[config.mk]
export PLATFORM = sky130hd
export DESIGN_NAME = mwcd_decode
export DESIGN_NICKNAME = d
export VERILOG_FILES = /design/src/logic/mwcd_pkg.sv /design/src/logic/mwcd_ir_counter.sv /design/src/logic/mwcd_decode.sv
export VERILOG_INCLUDE_DIRS = /design/src /design/src/logic
export SDC_FILE = /design/constraint.sdc
export NUM_CORES = 1
export LEC_CHECK = 0
export BUFFER_PORTS_ARGS = -buffer_cell sky130_fd_sc_hd__buf_2
export CAP_MARGIN = 40
export CORE_MARGIN = 3
export CORE_UTILIZATION = 49
export DETAILED_ROUTE_END_ITERATION = 8
export MAX_ROUTING_LAYER = met4
export PLACE_DENSITY_LB_ADDON = 0.25
export SYNTH_ARGS = -nofsm -noshare
export SYNTH_HDL_FRONTEND = slang
export SYNTH_SLANG_ARGS = --single-unit
[constraint.sdc]
create_clock -name i_clk -period 5.9 [get_ports i_clk]
set_input_delay 0.295 -clock i_clk [delete_from_list [all_inputs] [get_ports i_clk]]
set_output_delay 0.295 -clock i_clk [all_outputs]
set_load 0.03 [all_outputs]
[src/logic/mwcd_params.svh]
// Named constants for the microword control decoder: field positions,
// widths and reset values. Definitions only, no logic.
`ifndef MWCD_PARAMS_SVH
`define MWCD_PARAMS_SVH
`define MWCD_WORD_W 96
`define MWCD_BIT_ROUTE_B 95
`define MWCD_BIT_Z_TO_Z1 92
`define MWCD_BIT_CC_GATE 91
`define MWCD_BIT_BYTE_MODE 90
`define MWCD_ALU_HI 89
`define MWCD_ALU_LO 78
`define MWCD_BIT_TREG_DRIVE 77
`define MWCD_BIT_TREG_LOAD 76
`define MWCD_BIT_CNT_EN 75
`define MWCD_BIT_CNT_UP 74
`define MWCD_BIT_PC_OFF 73
`define MWCD_BIT_PC_TO_Y 72
`define MWCD_BIT_MAR_LOAD 71
`define MWCD_BIT_D_LOAD 70
`define MWCD_BIT_Z1_TO_I 69
`define MWCD_BIT_Z0_DRIVE_N 68
`define MWCD_BIT_ROM_SEL 47
`define MWCD_BIT_IO_LOAD 46
`define MWCD_BIT_SHIFT_EN 43
`define MWCD_CTL_HI 42
`define MWCD_CTL_LO 35
`define MWCD_NAC_HI 19
`define MWCD_NAC_LO 16
`define MWCD_JMP_HI 11
`define MWCD_JMP_LO 0
`define MWCD_CNT_HI 14
`define MWCD_CNT_LO 7
`define MWCD_IR_F1_HI 7
`define MWCD_IR_F1_LO 4
`define MWCD_IR_F2_HI 3
`define MWCD_IR_F2_LO 0
`define MWCD_ZERO_WORD 96'h0
`define MWCD_ZERO16 16'h0
`define MWCD_ZERO8 8'h0
`define MWCD_CNT_STEP 8'h01
`endif

[src/logic/mwcd_pkg.sv]
// Types shared by the microword control decoder files.
// Assumes mwcd_params.svh on the include path.
`default_nettype none
`include "mwcd_params.svh"
package mwcd_pkg;
    typedef logic [`MWCD_WORD_W-1:0] mwcd_word_t;
    typedef logic [15:0] mwcd_data_t;
    typedef enum logic {MWCD_DIR_TO_MAR, MWCD_DIR_TO_Y} mwcd_dir_e;
endpackage
`default_nettype wire

[src/logic/mwcd_ir_counter.sv]
// Instruction register with its register-address counter field.
// Assumes one clock, asynchronous active-low reset, synchronous inputs.
`timescale 1ns/1ps
`default_nettype none
module mwcd_ir_counter
    import mwcd_pkg::*;
(
    // Clock and reset
    input wire logic i_clk,
    input wire logic i_reset_n,
    // Controls
    input wire logic i_load,
    input wire logic i_count_en,
    input wire logic i_count_up,
    input wire mwcd_data_t i_z1,
    // Instruction register
    output mwcd_data_t o_ireg
);
    logic [7:0] field;

    assign field = o_ireg[`MWCD_CNT_HI:`MWCD_CNT_LO];

    // Load wins over counting; a fresh instruction supersedes the step
    always_ff @(posedge i_clk or negedge i_reset_n) begin
        if (!i_reset_n) begin
            o_ireg <= `MWCD_ZERO16;
        end else if (i_load) begin
            o_ireg <= i_z1;
        end else if (i_count_en) begin
            o_ireg[`MWCD_CNT_HI:`MWCD_CNT_LO] <= i_count_up ? field + `MWCD_CNT_STEP
                                                           : field - `MWCD_CNT_STEP;
        end
    end
endmodule // mwcd_ir_counter
`default_nettype wire

[src/logic/mwcd_decode.sv]
// Microword control decoder: pipeline register and datapath decode.
// Assumes the microword arrives from the control store once per cycle,
// and that all datapath buses are outside; three-state drive is shown
// as enables, so no bus is resolved here.
//
// Notes on behaviour
// - Bit 91 gates condition codes; one forces unconditional sequencing.
// - Bits 19..16 are the next-address instruction code.
// - Bits 11..0 are the branch target address.
// - With bit 47, control bits 42..39 address B, 38..35 address A.
// - Bit 46 loads control bits into the I/O control register.
// - Bit 43 applies low five control bits as shift controls.
// - Bit 95 routes the second register field to B address.
// - Bit 92 copies Z into Z1 at cycle start.
// - Bit 90 low: word operation; high: low byte only.
// - Byte mode blocks upper slice write enable and Y outputs.
// - Bits 89..78 drive ALU source, output enables and function.
// - Bit 77 drives transfer register onto DA bus.
// - Bit 76 loads transfer register from Y bus.
// - Bit 75 enables the instruction register counter field.
// - Bit 74 high increments, low decrements the counter.
// - Bit 73 high disables program counter transceivers.
// - Bit 72 high passes counter data to Y, low to address.
// - Byte mode disables low eight transceiver bits.
// - Bit 71 loads the memory address register.
// - Bit 70 loads the data register from Y.
// - Bit 69 moves Z1 into the 16-bit instruction register.
// - Bit 68 low drives Z0 onto DA.
// - The control word is 96 bits, numbered 95 down to 0.
`timescale 1ns/1ps
`default_nettype none
module mwcd_decode
    import mwcd_pkg::*;
(
    // Clock and reset
    input wire logic i_clk,
    input wire logic i_reset_n,
    // Microword from control store
    input wire mwcd_word_t i_microword,
    // Datapath inputs
    input wire mwcd_data_t i_y_bus,
    input wire mwcd_data_t i_z_prefetch,
    input wire mwcd_data_t i_pc_data,
    // Sequencer controls
    output logic o_cond_code_gate,
    output logic [3:0] o_next_addr_code,
    output logic [11:0] o_jump_addr,
    // ALU controls
    output logic [3:0] o_alu_a_addr,
    output logic [3:0] o_alu_b_addr,
    output logic o_byte_mode,
    output logic o_upper_we_block,
    output logic o_upper_y_off,
    output logic o_alu_source_select,
    output logic o_alu_y_output_en,
    output logic o_alu_b_output_en,
    output logic [8:0] o_alu_func,
    // Control byte users
    output logic [7:0] o_io_ctl,
    output logic o_shift_link_strobe,
    output logic [4:0] o_shift_link_ctl,
    // Datapath registers and drives
    output mwcd_data_t o_transfer_reg,
    output logic o_transfer_reg_drive,
    output logic o_z0_to_da_drive,
    output mwcd_data_t o_z1,
    output mwcd_data_t o_ireg,
    output mwcd_data_t o_memory_address_reg,
    output mwcd_data_t o_data_reg,
    // Program counter unit transceivers, output enables low when driving
    output logic o_pc_hi_oe_n,
    output logic o_pc_lo_oe_n,
    output mwcd_dir_e o_pc_dir
);
    mwcd_word_t mw;
    logic [7:0] ctl;
    logic [15:0] mar_src;

    // Pipeline register: decode sees a stable word all cycle
    always_ff @(posedge i_clk or negedge i_reset_n) begin
        if (!i_reset_n) begin
            mw <= `MWCD_ZERO_WORD;
        end else begin
            mw <= i_microword;
        end
    end

    assign ctl = mw[`MWCD_CTL_HI:`MWCD_CTL_LO];

    // Registered straight-through fields, captured at the same edge as the pipeline
    always_ff @(posedge i_clk or negedge i_reset_n) begin
        if (!i_reset_n) begin
            o_cond_code_gate <= 1'b0;
            o_next_addr_code <= 4'h0;
            o_jump_addr <= 12'h000;
            o_alu_source_select <= 1'b0;
            o_alu_y_output_en <= 1'b0;
            o_alu_b_output_en <= 1'b0;
            o_alu_func <= 9'h000;
        end else begin
            o_cond_code_gate <= i_microword[`MWCD_BIT_CC_GATE];
            o_next_addr_code <= i_microword[`MWCD_NAC_HI:`MWCD_NAC_LO];
            o_jump_addr <= i_microword[`MWCD_JMP_HI:`MWCD_JMP_LO];
            {o_alu_source_select, o_alu_y_output_en, o_alu_b_output_en, o_alu_func}
                <= i_microword[`MWCD_ALU_HI:`MWCD_ALU_LO];
        end
    end

    // Register addresses: control byte when selected, else instruction fields
    always_ff @(posedge i_clk or negedge i_reset_n) begin
        if (!i_reset_n) begin
            o_alu_a_addr <= 4'h0;
            o_alu_b_addr <= 4'h0;
        end else if (i_microword[`MWCD_BIT_ROM_SEL]) begin
            o_alu_b_addr <= i_microword[`MWCD_CTL_HI:`MWCD_CTL_HI-3];
            o_alu_a_addr <= i_microword[`MWCD_CTL_LO+3:`MWCD_CTL_LO];
        end else begin
            // Second field routed to B when asked; else the first field
            if (i_microword[`MWCD_BIT_ROUTE_B]) begin
                o_alu_b_addr <= o_ireg[`MWCD_IR_F2_HI:`MWCD_IR_F2_LO];
            end else begin
                o_alu_b_addr <= o_ireg[`MWCD_IR_F1_HI:`MWCD_IR_F1_LO];
            end
            o_alu_a_addr <= o_ireg[`MWCD_IR_F1_HI:`MWCD_IR_F1_LO];
        end
    end

    // Byte mode gating of ALU and transceivers
    always_ff @(posedge i_clk or negedge i_reset_n) begin
        if (!i_reset_n) begin
            o_byte_mode <= 1'b0;
            o_upper_we_block <= 1'b0;
            o_upper_y_off <= 1'b0;
            o_pc_hi_oe_n <= 1'b1;
            o_pc_lo_oe_n <= 1'b1;
            o_pc_dir <= MWCD_DIR_TO_MAR;
        end else begin
            o_byte_mode <= i_microword[`MWCD_BIT_BYTE_MODE];
            o_upper_we_block <= i_microword[`MWCD_BIT_BYTE_MODE];
            o_upper_y_off <= i_microword[`MWCD_BIT_BYTE_MODE];
            o_pc_hi_oe_n <= i_microword[`MWCD_BIT_PC_OFF];
            o_pc_lo_oe_n <= i_microword[`MWCD_BIT_PC_OFF]
                          | i_microword[`MWCD_BIT_BYTE_MODE];
            o_pc_dir <= i_microword[`MWCD_BIT_PC_TO_Y] ? MWCD_DIR_TO_Y
                                                       : MWCD_DIR_TO_MAR;
        end
    end

    // DA bus drive enables; Z0 drive is active low in the word
    always_ff @(posedge i_clk or negedge i_reset_n) begin
        if (!i_reset_n) begin
            o_transfer_reg_drive <= 1'b0;
            o_z0_to_da_drive <= 1'b0;
        end else begin
            o_transfer_reg_drive <= i_microword[`MWCD_BIT_TREG_DRIVE];
            o_z0_to_da_drive <= !i_microword[`MWCD_BIT_Z0_DRIVE_N];
        end
    end

    // Control byte consumers
    always_ff @(posedge i_clk or negedge i_reset_n) begin
        if (!i_reset_n) begin
            o_io_ctl <= `MWCD_ZERO8;
            o_shift_link_strobe <= 1'b0;
            o_shift_link_ctl <= 5'h00;
        end else begin
            if (mw[`MWCD_BIT_IO_LOAD]) begin
                o_io_ctl <= ctl;
            end
            o_shift_link_strobe <= i_microword[`MWCD_BIT_SHIFT_EN];
            o_shift_link_ctl <= i_microword[`MWCD_CTL_LO+4:`MWCD_CTL_LO];
        end
    end

    // Z to Z1 at the start of the cycle that carries the bit
    always_ff @(posedge i_clk or negedge i_reset_n) begin
        if (!i_reset_n) begin
            o_z1 <= `MWCD_ZERO16;
        end else if (i_microword[`MWCD_BIT_Z_TO_Z1]) begin
            o_z1 <= i_z_prefetch;
        end
    end

    // Data-side loads act at the end of the cycle, when Y has settled
    always_ff @(posedge i_clk or negedge i_reset_n) begin
        if (!i_reset_n) begin
            o_transfer_reg <= `MWCD_ZERO16;
            o_data_reg <= `MWCD_ZERO16;
        end else begin
            if (mw[`MWCD_BIT_TREG_LOAD]) begin
                o_transfer_reg <= i_y_bus;
            end
            if (mw[`MWCD_BIT_D_LOAD]) begin
                o_data_reg <= i_y_bus;
            end
        end
    end

    // Address source: Y when transceivers face the address register
    always_comb begin
        mar_src = i_y_bus;
        if (!mw[`MWCD_BIT_PC_OFF] && mw[`MWCD_BIT_PC_TO_Y]) begin
            mar_src = i_pc_data;
        end
    end

    always_ff @(posedge i_clk or negedge i_reset_n) begin
        if (!i_reset_n) begin
            o_memory_address_reg <= `MWCD_ZERO16;
        end else if (mw[`MWCD_BIT_MAR_LOAD]) begin
            o_memory_address_reg <= mar_src;
        end
    end

    // Instruction register and its counter field
    mwcd_ir_counter u_ir (
        .i_clk(i_clk),
        .i_reset_n(i_reset_n),
        .i_load(mw[`MWCD_BIT_Z1_TO_I]),
        .i_count_en(mw[`MWCD_BIT_CNT_EN]),
        .i_count_up(mw[`MWCD_BIT_CNT_UP]),
        .i_z1(o_z1),
        .o_ireg(o_ireg)
    );

    // Checks
    property p_cc_gate;
        @(posedge i_clk) disable iff (!i_reset_n)
        1'b1 |=> o_cond_code_gate == $past(i_microword[`MWCD_BIT_CC_GATE]);
    endproperty
    a_cc_gate: assert property (p_cc_gate) else $error("cc gate mismatch");

    property p_nac;
        @(posedge i_clk) disable iff (!i_reset_n)
        1'b1 |=> o_next_addr_code == $past(i_microword[19:16]);
    endproperty
    a_nac: assert property (p_nac) else $error("next code mismatch");

    property p_jump;
        @(posedge i_clk) disable iff (!i_reset_n)
        1'b1 |=> o_jump_addr == $past(i_microword[11:0]);
    endproperty
    a_jump: assert property (p_jump) else $error("jump address mismatch");

    property p_rom_addr;
        @(posedge i_clk) disable iff (!i_reset_n)
        i_microword[47] |=> o_alu_b_addr == $past(i_microword[42:39])
                         && o_alu_a_addr == $past(i_microword[38:35]);
    endproperty
    a_rom_addr: assert property (p_rom_addr) else $error("control byte address wrong");

    property p_io;
        @(posedge i_clk) disable iff (!i_reset_n)
        mw[46] |=> o_io_ctl == $past(mw[42:35]);
    endproperty
    a_io: assert property (p_io) else $error("io control not loaded");

    property p_byte;
        @(posedge i_clk) disable iff (!i_reset_n)
        i_microword[90] |=> o_upper_we_block && o_upper_y_off && o_pc_lo_oe_n;
    endproperty
    a_byte: assert property (p_byte) else $error("byte mode gating missing");

    property p_pc_off;
        @(posedge i_clk) disable iff (!i_reset_n)
        i_microword[73] |=> o_pc_hi_oe_n && o_pc_lo_oe_n;
    endproperty
    a_pc_off: assert property (p_pc_off) else $error("transceivers not off");

    property p_treg;
        @(posedge i_clk) disable iff (!i_reset_n)
        mw[76] |=> o_transfer_reg == $past(i_y_bus);
    endproperty
    a_treg: assert property (p_treg) else $error("transfer register not loaded");

    property p_count;
        @(posedge i_clk) disable iff (!i_reset_n)
        mw[75] && !mw[69] && mw[74] |=> o_ireg[14:7] == 8'($past(o_ireg[14:7]) + 8'h01);
    endproperty
    a_count: assert property (p_count) else $error("counter did not step up");

    property p_z0;
        @(posedge i_clk) disable iff (!i_reset_n)
        !i_microword[68] |=> o_z0_to_da_drive;
    endproperty
    a_z0: assert property (p_z0) else $error("z0 drive missing");

    property p_route;
        @(posedge i_clk) disable iff (!i_reset_n)
        !i_microword[`MWCD_BIT_ROM_SEL] && i_microword[`MWCD_BIT_ROUTE_B]
            |=> o_alu_b_addr == $past(o_ireg[`MWCD_IR_F2_HI:`MWCD_IR_F2_LO]);
    endproperty
    a_route: assert property (p_route) else $error("second field not routed to b");

    property p_z1;
        @(posedge i_clk) disable iff (!i_reset_n)
        i_microword[`MWCD_BIT_Z_TO_Z1] |=> o_z1 == $past(i_z_prefetch);
    endproperty
    a_z1: assert property (p_z1) else $error("z1 not loaded from prefetch");

    property p_dreg;
        @(posedge i_clk) disable iff (!i_reset_n)
        mw[`MWCD_BIT_D_LOAD] |=> o_data_reg == $past(i_y_bus);
    endproperty
    a_dreg: assert property (p_dreg) else $error("data register not loaded");

    property p_ir_load;
        @(posedge i_clk) disable iff (!i_reset_n)
        mw[`MWCD_BIT_Z1_TO_I] |=> o_ireg == $past(o_z1);
    endproperty
    a_ir_load: assert property (p_ir_load) else $error("ireg not loaded from z1");

    c_byte: cover property (@(posedge i_clk) disable iff (!i_reset_n) o_byte_mode);
    c_count: cover property (@(posedge i_clk) disable iff (!i_reset_n) mw[75] && !mw[74]);
    c_io: cover property (@(posedge i_clk) disable iff (!i_reset_n) mw[46]);
    c_route: cover property (@(posedge i_clk) disable iff (!i_reset_n)
        i_microword[`MWCD_BIT_ROUTE_B] && !i_microword[`MWCD_BIT_ROM_SEL]);
endmodule // mwcd_decode
`default_nettype wire

Word level (Yosys, flattened, before mapping):

Cells that the tools add are included.

* flip-flop bits (word level): 214
* word-level logic and storage cells: 40

* $add $sub $neg: 2
* mux-type cells: 8
* bitwise operators: 1
* reduce and logical (&&, ||, !) cells: 4

Operators with widths (count)
* $mux W8: 3
* $mux W16: 1
* $mux W4: 3
* $add A8 B1 Y8 const B: 1
* $sub A8 B1 Y8 const B: 1
* $logic_not A1 Y1: 2
* $reduce_bool A2 Y1: 1
* $logic_and A1 B1 Y1: 1
* $mux W1: 1
* $or A1 B1 Y1: 1

Longest topological paths before layout:

Gate-level depths: netlist of run 1.

* depth after elaboration: 4
* depth in mapped cells: 7
* depth with buffers taken out: 7

Cells and area by module:

A second synthesis of run 1 with hierarchy kept.

* cells, all modules: 405
* area total of the unflattened synthesis: 5820.6 um^2

By module, submodules not included
* mwcd_decode: instances 1, cells each 313, area an instance 4859.7 um^2
* mwcd_ir_counter: instances 1, cells each 92, area an instance 960.9 um^2

Worst setup path after synthesis of run 1:

No wires, ideal clock.

* path kind: register -> register
* from: register u_ir.o_ireg[9]
* to: register u_ir.o_ireg[14]
* library setup time: 96 ps
* arrival: 2000 ps
* data required time: 5804 ps
* slack: 3804 ps
* stages on the path, launching flop included: 7
* clock period less this slack: 2096 ps
* path through: dfrtp_1 -> ha_1 -> o21ai_0 -> or3_1 -> and4_4 -> o31a_1 -> o31ai_1

* word-level cells in the longest chain between the ends: 4
* elaborated cells between the ends (all ways): 5
* those cells by class: add/sub: 2; mux: 3

RTL lines
* from (decl): line mwcd_ir_counter.sv:17 `output mwcd_data_t o_ireg`
* from (signal assigned): line mwcd_ir_counter.sv:26 `` o_ireg <= `MWCD_ZERO16; ``
* from (signal assigned): line mwcd_ir_counter.sv:28 `o_ireg <= i_z1;`
* from (signal, indexed assignment): line mwcd_ir_counter.sv:30 `` o_ireg[`MWCD_CNT_HI:`MWCD_CNT_LO] <= i_count_up ? field + `MWCD_CNT_STEP ``
* $sub A8 B1 Y8 (no source line) or $add A8 B1 Y8 (tied branches)
* $mux W8 (no source line) (*)
* $mux W8 (*): line mwcd_ir_counter.sv:29 `end else if (i_count_en) begin`
* $mux W8 (*): line mwcd_ir_counter.sv:27 `end else if (i_load) begin`

Mark *: on every way between the ends. The rest lies on a longest branch, timed or not. The select of a mux whose other input is x is not followed.
A chain may end at the register's enable or synchronous reset.

Worst setup path in the final report of run 1:

* from: register mw[74]
* to: register u_ir.o_ireg[14]

* word-level cells in the longest chain between the ends: 3

RTL lines
* from (decl): line mwcd_decode.sv:75 `mwcd_word_t mw;`
* from (signal assigned): line mwcd_decode.sv:82 `` mw <= `MWCD_ZERO_WORD; ``
* from (signal assigned): line mwcd_decode.sv:84 `mw <= i_microword;`
* $mux W8 (no source line)
* $mux W8: line mwcd_ir_counter.sv:29
* $mux W8: line mwcd_ir_counter.sv:27

No other way between the ends. The select of a mux whose other input is x is not followed.

==> results of run 1 <==
[metal layers]
| metal | vias up | global-route usage [%] | share of wire, % |
|---|---|---|---|
| li1 | 1861 | - | - |
| met1 | 1922 | 25.47 | 38 |
| met2 | 151 | 36.91 | 53 |
| met3 | 31 | 5.499 | 6.0 |
| met4 | 0 | 10.18 | 3.1 |
| met5 | - | - | 0 |
[worst paths after layout]
kind | from | endpoint | slack [ns] | depth (start not counted)
setup / recovery | mw[74] | u_ir.o_ireg[14] | 3.56 | 7
hold / removal | i_microword[41] | mw[41] | 0.02 | 1
setup reg to reg | mw[74] | u_ir.o_ireg[14] | 3.56 | 7
hold reg to reg | mw[42] | o_io_ctl[7] | 0.48 | 1
max in group asynchronous | i_reset_n | o_memory_address_reg[6] | 4.31 | 4
min in group asynchronous | i_reset_n | o_next_addr_code[0] | 0.46 | 2
[worst max-delay path, stage by stage (launching register included)]
cell and delay, ns:
sky130_fd_sc_hd__dfrtp_1 0.40, sky130_fd_sc_hd__inv_1 0.17, sky130_fd_sc_hd__ha_1 0.40, sky130_fd_sc_hd__o21ai_0 0.12, sky130_fd_sc_hd__or3_1 0.40, sky130_fd_sc_hd__and4_4 0.20
sky130_fd_sc_hd__o31a_1 0.29, sky130_fd_sc_hd__o31ai_1 0.25
[cell type report]
class / count / area, um2 / area share, %
clock inverter: 5 / 75.07 / 0.9618
multi-input combinational: 194 / 1602 / 20.52
inverter: 3 / 11.26 / 0.1443
timing repair buffer: 291 / 1750 / 22.43
clock buffer: 25 / 485.5 / 6.220
tap: 140 / 175.2 / 2.244
sequential: 148 / 3706 / 47.48
[cells by family (layout without fill, tap and decap cells)]
kind of cell               Yosys count  in the layout  share of synthesized area, %
muxes                               89             89                         17.53
buffers and inverters               44            324                         4.545
adders and majority gates            7              7                         1.710
xor gates and xnor gates             4              4                        0.6300
AOI/OAI and AO/OA                   47             47                         4.793
and+or+nand+nor                     47             47                         4.140
DFF                                148            148                         66.65
[through the flow]
step                utilization [%]  setup WS, ns
finish                        71.06         3.564
global route                  71.06         3.417
CTS                           70.81         3.599
detailed placement            61.52         3.595
global placement              61.13         3.698
floorplan                         -         3.804
[cell usage after synthesis]
cell / n
sky130_fd_sc_hd__a211oi_1: 3
sky130_fd_sc_hd__nor3_1: 1
sky130_fd_sc_hd__dfrtp_1: 146
sky130_fd_sc_hd__inv_1: 3
sky130_fd_sc_hd__buf_4: 23
sky130_fd_sc_hd__mux2i_1: 22
sky130_fd_sc_hd__a21oi_1: 24
sky130_fd_sc_hd__or2_2: 1
sky130_fd_sc_hd__nor4b_1: 2
sky130_fd_sc_hd__buf_2: 1
sky130_fd_sc_hd__nand3_1: 1
sky130_fd_sc_hd__ha_1: 6
sky130_fd_sc_hd__nand4b_1: 2
sky130_fd_sc_hd__clkbuf_1: 16
sky130_fd_sc_hd__o31a_1: 1
sky130_fd_sc_hd__dfstp_2: 2
sky130_fd_sc_hd__nor2_1: 18
sky130_fd_sc_hd__nand2b_1: 1
sky130_fd_sc_hd__nand2_1: 14
sky130_fd_sc_hd__o31ai_1: 1
sky130_fd_sc_hd__xnor2_1: 4
sky130_fd_sc_hd__and4_4: 1
sky130_fd_sc_hd__a21o_1: 2
sky130_fd_sc_hd__a22o_1: 1
sky130_fd_sc_hd__a21o_2: 1
sky130_fd_sc_hd__mux2_2: 67
sky130_fd_sc_hd__and4b_1: 1
sky130_fd_sc_hd__nor4_1: 1
sky130_fd_sc_hd__buf_1: 1
sky130_fd_sc_hd__fa_1: 1
sky130_fd_sc_hd__o21ai_0: 12
sky130_fd_sc_hd__nor2b_1: 2
sky130_fd_sc_hd__or3_1: 2
sky130_fd_sc_hd__o21bai_1: 2
[repair_timing]
action                                 4_1_cts  5_1_grt
gates resized for setup                      0        0
setup buffers                                0        0
hold buffers                                46        0
endpoints found under the hold margin      115        0
[where the power goes]
| part | leakage, nW | internal [mW] | switching, mW |
|---|---|---|---|
| Combinational | 1.87 | 0.208 | 0.341 |
| Sequential | 1.72 | 1.11 | 0.0630 |
| Clock | 0.277 | 0.649 | 0.363 |
==> qor.json, run 1 <==
{
  "run_status": {
    "status": "finished clean"
  },
  "final_layout": {
    "fraction_of_final_layout_cells_sized_beyond_drive_strength_1_pct": 51.35,
    "mostFrequentLayoutCells": "sky130_fd_sc_hd__buf_2, sky130_fd_sc_hd__dfrtp_1, sky130_fd_sc_hd__mux2_2",
    "final_common_cell": "sky130_fd_sc_hd__buf_2",
    "post-route-cell-area_um2": 7805,
    "antennaDiodeCount": 0,
    "final_cell_count_no_fill": 806,
    "area_growth_syn_to_layout_pct": 40.37,
    "layout.nets": 808,
    "fill_cells": 726
  },
  "timing": {
    "setup-violations-final": 0,
    "final-max-slew-violation-count": 0,
    "final_period_minus_worst_setup_slack_ns": 2.336,
    "fmax_mhz": 428.1,
    "finalHoldViolations": 0,
    "holdWs_ns": 0.02431,
    "grt_setup_unrepaired": "false",
    "maxSlewHeadroom_pct": 43.24,
    "timing.clock.skew_ns": 0.007502,
    "timing_worst_slew_pin_value_ns": 0.8514,
    "setup_total_negative_slack_ns": 0,
    "min_period_over_period_pct": 39.59
  },
  "setup_path": {
    "worstPathArrival_ns": 2.63,
    "crit_path_end_kind": "flop",
    "worstSetupPathType": "flop to flop",
    "critPathRequiredTime_ns": 6.20,
    "cp-start-kind": "flop",
    "crit_path_max_fanout": 7
  },
  "clocking": {
    "cts_tree": "done",
    "htreeDepth": 4,
    "cts_max_path_buffers": 2,
    "clockRootBuffer": "sky130_fd_sc_hd__clkbuf_16",
    "insertion_delay_of_the_later_clocked_pin_in_the_worst_skew_pair_ns": 0.40,
    "tritoncts.num_buffers": 17,
    "cts.clk_slew.worst_paths_ns": 0.05,
    "cts_sinks": 148
  },
  "synth": {
    "synth-warning-count": 0,
    "synth_largest_type_area_fraction_pct": 65.71,
    "synth_top_cell_by_area": "sky130_fd_sc_hd__dfrtp_1",
    "synthTopCellsByArea": "sky130_fd_sc_hd__dfrtp_1, sky130_fd_sc_hd__mux2_2, sky130_fd_sc_hd__mux2i_1, sky130_fd_sc_hd__buf_4, sky130_fd_sc_hd__a21oi_1",
    "synthCells": 386,
    "area_of_the_mapped_netlist_um2": 5560,
    "post_synth.cell_area_avg_um2": 14.41,
    "ys_ff_latch": 148,
    "synth.net_count": 539,
    "netlist-cell-type-count": 34,
    "synth_sequential_area_ratio_pct": 66.65
  },
  "grt": {
    "overall_routing_resource_usage_pct": 22.20,
    "initial_antenna_violation_count": 0,
    "grt_start_max_net_pins": 74,
    "global_route_wire_length_before_repair_mm": 21.29,
    "gr-total-overflow": 0,
    "grt_pass1_vias": 4216
  },
  "routing": {
    "ant_nets": 0,
    "drc_errors": 0,
    "drtPass1Iterations": 4,
    "vias": 3965,
    "wl_per_cell_um": 16.02,
    "detail_route.vias_per_cell": 4.919,
    "post_detailed_routing_wire_length_mm": 12.91,
    "drt-initial-drc-count": 138
  },
  "floorplan": {
    "dieWidth_um": 112.5,
    "die_area_um2": 12660,
    "die_y_um": 112.5,
    "rows": 38,
    "area_inside_the_core_boundary_um2": 10980,
    "starting_density_of_the_core_pct": 50.63,
    "pin_count": 285
  },
  "power": {
    "peakVddDrop_mv": 0.2423,
    "power_density_nw_per_um2": 350.4,
    "p_leak_nw": 3.869,
    "total_power_mw": 2.735
  },
  "placed_design": {
    "routabilityCongestion": 0.8493,
    "detailed_place.area_um2": 6756,
    "portBuffers": 241,
    "hpwlAfterDp_mm": 9.071,
    "number_of_instances_in_the_placed_design": 729
  },
  "flow_run": {
    "drv.max_cap_violation_count": 0
  },
  "min_path": {
    "hold_path.class": "input pin to flop"
  }
}
Power figures use the tool's default switching activity.
==> inputs of run 2 (changes only) <==
--- a/config.mk
+++ b/config.mk
@@ -6,10 +6,11 @@
 export SDC_FILE = /design/constraint.sdc
 export NUM_CORES = 1
 export LEC_CHECK = 0
+export ABC_AREA = 1
 export BUFFER_PORTS_ARGS = -buffer_cell sky130_fd_sc_hd__buf_2
 export CAP_MARGIN = 40
 export CORE_MARGIN = 3
-export CORE_UTILIZATION = 49
+export CORE_UTILIZATION = 45
 export DETAILED_ROUTE_END_ITERATION = 8
 export MAX_ROUTING_LAYER = met4
 export PLACE_DENSITY_LB_ADDON = 0.25
==> constraint.sdc (replaced) <==
create_clock -name i_clk -period 2.2 [get_ports i_clk]
set_input_delay 0.11 -clock i_clk [delete_from_list [all_inputs] [get_ports i_clk]]
set_output_delay 0.11 -clock i_clk [all_outputs]
set_load 0.03 [all_outputs]
==> qor.json, run 2 <==
{
  "clocking": {
    "cts_max_path_buffers": {"value": 2, "change": "unchanged"},
    "htreeDepth": {"value": 4, "change": "unchanged"},
    "clockRootBuffer": "sky130_fd_sc_hd__clkbuf_16",
    "insertion_delay_of_the_later_clocked_pin_in_the_worst_skew_pair": {"value": 0.42, "unit": "ns", "change": "+0.02 ns"},
    "cts_tree": "done",
    "cts.clk_slew.worst_paths": {"value": 0.06, "unit": "ns", "change": "about the same"},
    "tritoncts.num_buffers": {"value": 17, "change": "unchanged"},
    "cts_sinks": {"value": 148, "change": "unchanged"}
  },
  "setup_path": {
    "cp-start-kind": "flop",
    "crit_path_end_kind": "flop",
    "worstPathArrival": {"value": 2.27, "unit": "ns", "change": "-0.36 ns"},
    "worstSetupStartpoint": "mw[73]",
    "crit_path_max_fanout": {"value": 17, "change": "+10"},
    "rr_worst_depth": {"value": 5, "change": "-2"},
    "critPathRequiredTime": {"value": 2.49, "unit": "ns", "change": "-3.71 ns"},
    "critical_path.reg2reg.startpoint": "mw[73]",
    "worstSetupPathType": "flop to flop"
  },
  "grt": {
    "grt_use_met3": {"value": 5.911, "unit": "%", "change": "+0.41 points"},
    "grt_util_met2": {"value": 40.21, "unit": "%", "change": "+3.3 points"},
    "grt_start_max_net_pins": {"value": 66, "change": "-11%"},
    "top_usage_layer": "met2",
    "gr-total-overflow": {"value": 0, "change": "unchanged"},
    "initial_antenna_violation_count": {"value": 0, "change": "unchanged"},
    "met1_usage": {"value": 25.75, "unit": "%", "change": "+0.27 points"},
    "grt_pass1_vias": {"value": 4823, "change": "+14%"},
    "overall_routing_resource_usage": {"value": 22.91, "unit": "%", "change": "+0.70 points"},
    "global_route_wire_length_before_repair": {"value": 24.60, "unit": "mm", "change": "+16%"}
  },
  "synth": {
    "synthMostInstantiatedCell": "sky130_fd_sc_hd__dfrtp_1",
    "post_synth.cell_area_avg": {"value": 12.38, "unit": "um2", "change": "-14%"},
    "synth_top_family_by_area": "multiplexers",
    "synth.net_count": {"value": 605, "change": "+12%"},
    "synth_sequential_area_ratio": {"value": 66.25, "unit": "%", "change": "-0.40 points"},
    "synth_edf_count": {"value": 0, "change": "unchanged"},
    "ys.flop_type": "sky130_fd_sc_hd__dfrtp_1",
    "synth-warning-count": {"value": 0, "change": "unchanged"},
    "synthCells": {"value": 452, "change": "+17%"},
    "synth_top_cell_by_area": "sky130_fd_sc_hd__dfrtp_1",
    "synth_largest_type_area_fraction": {"value": 65.31, "unit": "%", "change": "-0.40 points"},
    "yosys.area_share.simple": {"value": 8.790, "unit": "%", "change": "+4.6 points"},
    "synth.cells.most_frequent": "sky130_fd_sc_hd__dfrtp_1, sky130_fd_sc_hd__nand2_1, sky130_fd_sc_hd__mux2_2, sky130_fd_sc_hd__inv_1, sky130_fd_sc_hd__o21ai_0",
    "synth_fa_ha_area_share": {"value": 1.700, "unit": "%", "change": "-0.010 points"},
    "synth_xor_area_share": {"value": 0.1566, "unit": "%", "change": "-0.47 points"},
    "synth.area.mux_share": {"value": 10.53, "unit": "%", "change": "-7.0 points"},
    "area_of_the_mapped_netlist": {"value": 5594, "unit": "um2", "change": "+0.61%"},
    "netlist-cell-type-count": {"value": 27, "change": "-21%"},
    "postSynth.asyncResetShare": {"value": 100.0, "unit": "%", "change": "unchanged"},
    "ys_ff_latch": {"value": 148, "change": "unchanged"},
    "complex_gate_fraction_of_the_synthesized_area": {"value": 5.435, "unit": "%", "change": "+0.64 points"},
    "synthTopCellsByArea": "sky130_fd_sc_hd__dfrtp_1, sky130_fd_sc_hd__mux2_2, sky130_fd_sc_hd__nand2_1, sky130_fd_sc_hd__buf_4, sky130_fd_sc_hd__o21ai_0"
  },
  "power": {
    "power_density": {"value": 877.1, "unit": "nW/um2", "change": "+150%"},
    "peakVddDrop": {"value": 0.5136, "unit": "mV", "change": "+110%"},
    "p_leak": {"value": 4.220, "unit": "nW", "change": "+9.1%"},
    "total_power": {"value": 7.436, "unit": "mW", "change": "+170%"}
  },
  "timing": {
    "final_period_minus_worst_setup_slack": {"value": 1.979, "unit": "ns", "change": "-0.3574 ns"},
    "fmax": {"value": 505.4, "unit": "MHz", "change": "+18%"},
    "timing_worst_slew_pin_value": {"value": 0.7566, "unit": "ns", "change": "-0.09483 ns"},
    "holdWs": {"value": 0.05354, "unit": "ns", "change": "+0.02923 ns"},
    "setup-violations-final": {"value": 0, "change": "unchanged"},
    "min_period_over_period": {"value": 89.93, "unit": "%", "change": "+50 points"},
    "finalHoldViolations": {"value": 0, "change": "unchanged"},
    "timing.clock.skew": {"value": 0.02031, "unit": "ns", "change": "+0.01280 ns"},
    "maxSlewHeadroom": {"value": 49.56, "unit": "%", "change": "+6.3 points"},
    "grt_setup_unrepaired": "false",
    "setup_total_negative_slack": {"value": 0, "unit": "ns", "change": "unchanged"},
    "final-max-slew-violation-count": {"value": 0, "change": "unchanged"}
  },
  "placed_design": {
    "routabilityCongestion": {"value": 0.8589, "change": "+1.1%"},
    "portBuffers": {"value": 241, "change": "unchanged"},
    "hpwlAfterDp": {"value": 9.651, "unit": "mm", "change": "+6.4%"},
    "detailed_place.area": {"value": 6804, "unit": "um2", "change": "+0.70%"}
  },
  "floorplan": {
    "dieWidth": {"value": 117.5, "unit": "um", "change": "+4.4%"},
    "area_inside_the_core_boundary": {"value": 12060, "unit": "um2", "change": "+9.8%"},
    "pin_count": {"value": 285, "change": "unchanged"},
    "die_area": {"value": 13810, "unit": "um2", "change": "+9.0%"},
    "starting_density_of_the_core": {"value": 46.38, "unit": "%", "change": "-4.2 points"},
    "die_y": {"value": 117.5, "unit": "um", "change": "+4.4%"},
    "rows": {"value": 40, "change": "+5.3%"}
  },
  "routing": {
    "ant_nets": {"value": 0, "change": "unchanged"},
    "wl_per_cell": {"value": 15.28, "unit": "um", "change": "-4.7%"},
    "post_detailed_routing_wire_length": {"value": 14.82, "unit": "mm", "change": "+15%"},
    "vias": {"value": 4584, "change": "+16%"},
    "drt-initial-drc-count": {"value": 257, "change": "+86%"},
    "drc_errors": {"value": 0, "change": "unchanged"},
    "detail_route.vias_per_cell": {"value": 4.726, "change": "-3.9%"},
    "drtPass1Iterations": {"value": 6, "change": "+2"}
  },
  "final_layout": {
    "post-route-cell-area": {"value": 8478, "unit": "um2", "change": "+8.6%"},
    "fraction_of_final_layout_cells_sized_beyond_drive_strength_1": {"value": 42.27, "unit": "%", "change": "-9.1 points"},
    "final_common_cell": "sky130_fd_sc_hd__buf_2",
    "antennaDiodeCount": {"value": 0, "change": "unchanged"},
    "area_growth_syn_to_layout_pct": 51.55,
    "mostFrequentLayoutCells": "sky130_fd_sc_hd__buf_2, sky130_fd_sc_hd__dfrtp_1, sky130_fd_sc_hd__dlygate4sd3_1",
    "layout.nets": {"value": 942, "change": "+17%"}
  },
  "min_path": {
    "timing.hold.worst_path_depth": {"value": 3, "change": "+2"},
    "hold_path.class": "input pin to flop",
    "startpoint_of_the_lowest_slack_hold_path": "i_microword[47]"
  },
  "flow_run": {
    "drv.max_cap_violation_count": {"value": 0, "change": "unchanged"}
  },
  "run_status": {
    "status": "finished clean"
  }
}
## run 2: kinds of logic after synthesis
group,Yosys count
buf+inv,69
compound gates,53
xor+xnor,1
fa+ha+maj,7
flops,148
simple gates,122
mux,52
## run 2: repair_timing
action,in CTS,in global routing
hold buffers,109,0
hold endpoints to repair,183,0
setup buffers,0,0
gates resized for setup,0,0
## run 2: area by class of cell
cell class | instances | area, um2
flip-flops and latches | 148 | 3706
fillers | 804 | 3583
repair buffers | 356 | 2374
multi-input cells | 235 | 1489
clock buffers | 18 | 439.2
well taps | 168 | 210.2
clock inverters | 14 | 143.9
inverters | 31 | 116.4
## run 2: final timing paths
kind	endpoint	slack, ns
max in group asynchronous	o_transfer_reg[0]	1.34
setup / recovery	o_memory_address_reg[2]	0.22
min in group asynchronous	o_jump_addr[1]	0.23
hold / removal	o_alu_b_addr[0]	0.05
hold reg to reg	o_io_ctl[7]	0.47
setup reg to reg	o_memory_address_reg[2]	0.22
## run 2: critical path: stages (launching register included)
cell and delay, ns:
sky130_fd_sc_hd__dfrtp_1 0.39, sky130_fd_sc_hd__nor2_4 0.43, sky130_fd_sc_hd__inv_2 0.26, sky130_fd_sc_hd__nand2_1 0.11, sky130_fd_sc_hd__a31oi_1 0.08, sky130_fd_sc_hd__dlygate4sd3_1 0.59
## run 2: where the power goes
part | total (mW) | switching (mW) | internal [mW]
registers | 3.12 | 0.156 | 2.96
logic | 1.53 | 0.950 | 0.580
clock network | 2.79 | 1.17 | 1.62
total | 7.44 | 2.27 | 5.16
## run 2: metal layers
metal | part of all wire, % | wire [um]
met5 | 0 | 0
met4 | 0.87 | 129
met3 | 6.6 | 976
met2 | 54 | 7996
met1 | 39 | 5716
## run 2: per-stage QoR
step           cells  utilization [%]  worst slack (ns)
2_1_floorplan    452                -            0.6550
3_3_place_gp     829            56.41            0.6315
3_5_place_dp     829            56.41            0.5445
4_1_cts          970            70.29            0.2494
5_1_grt          970            70.29            0.1309
6_report         970            70.29            0.2215
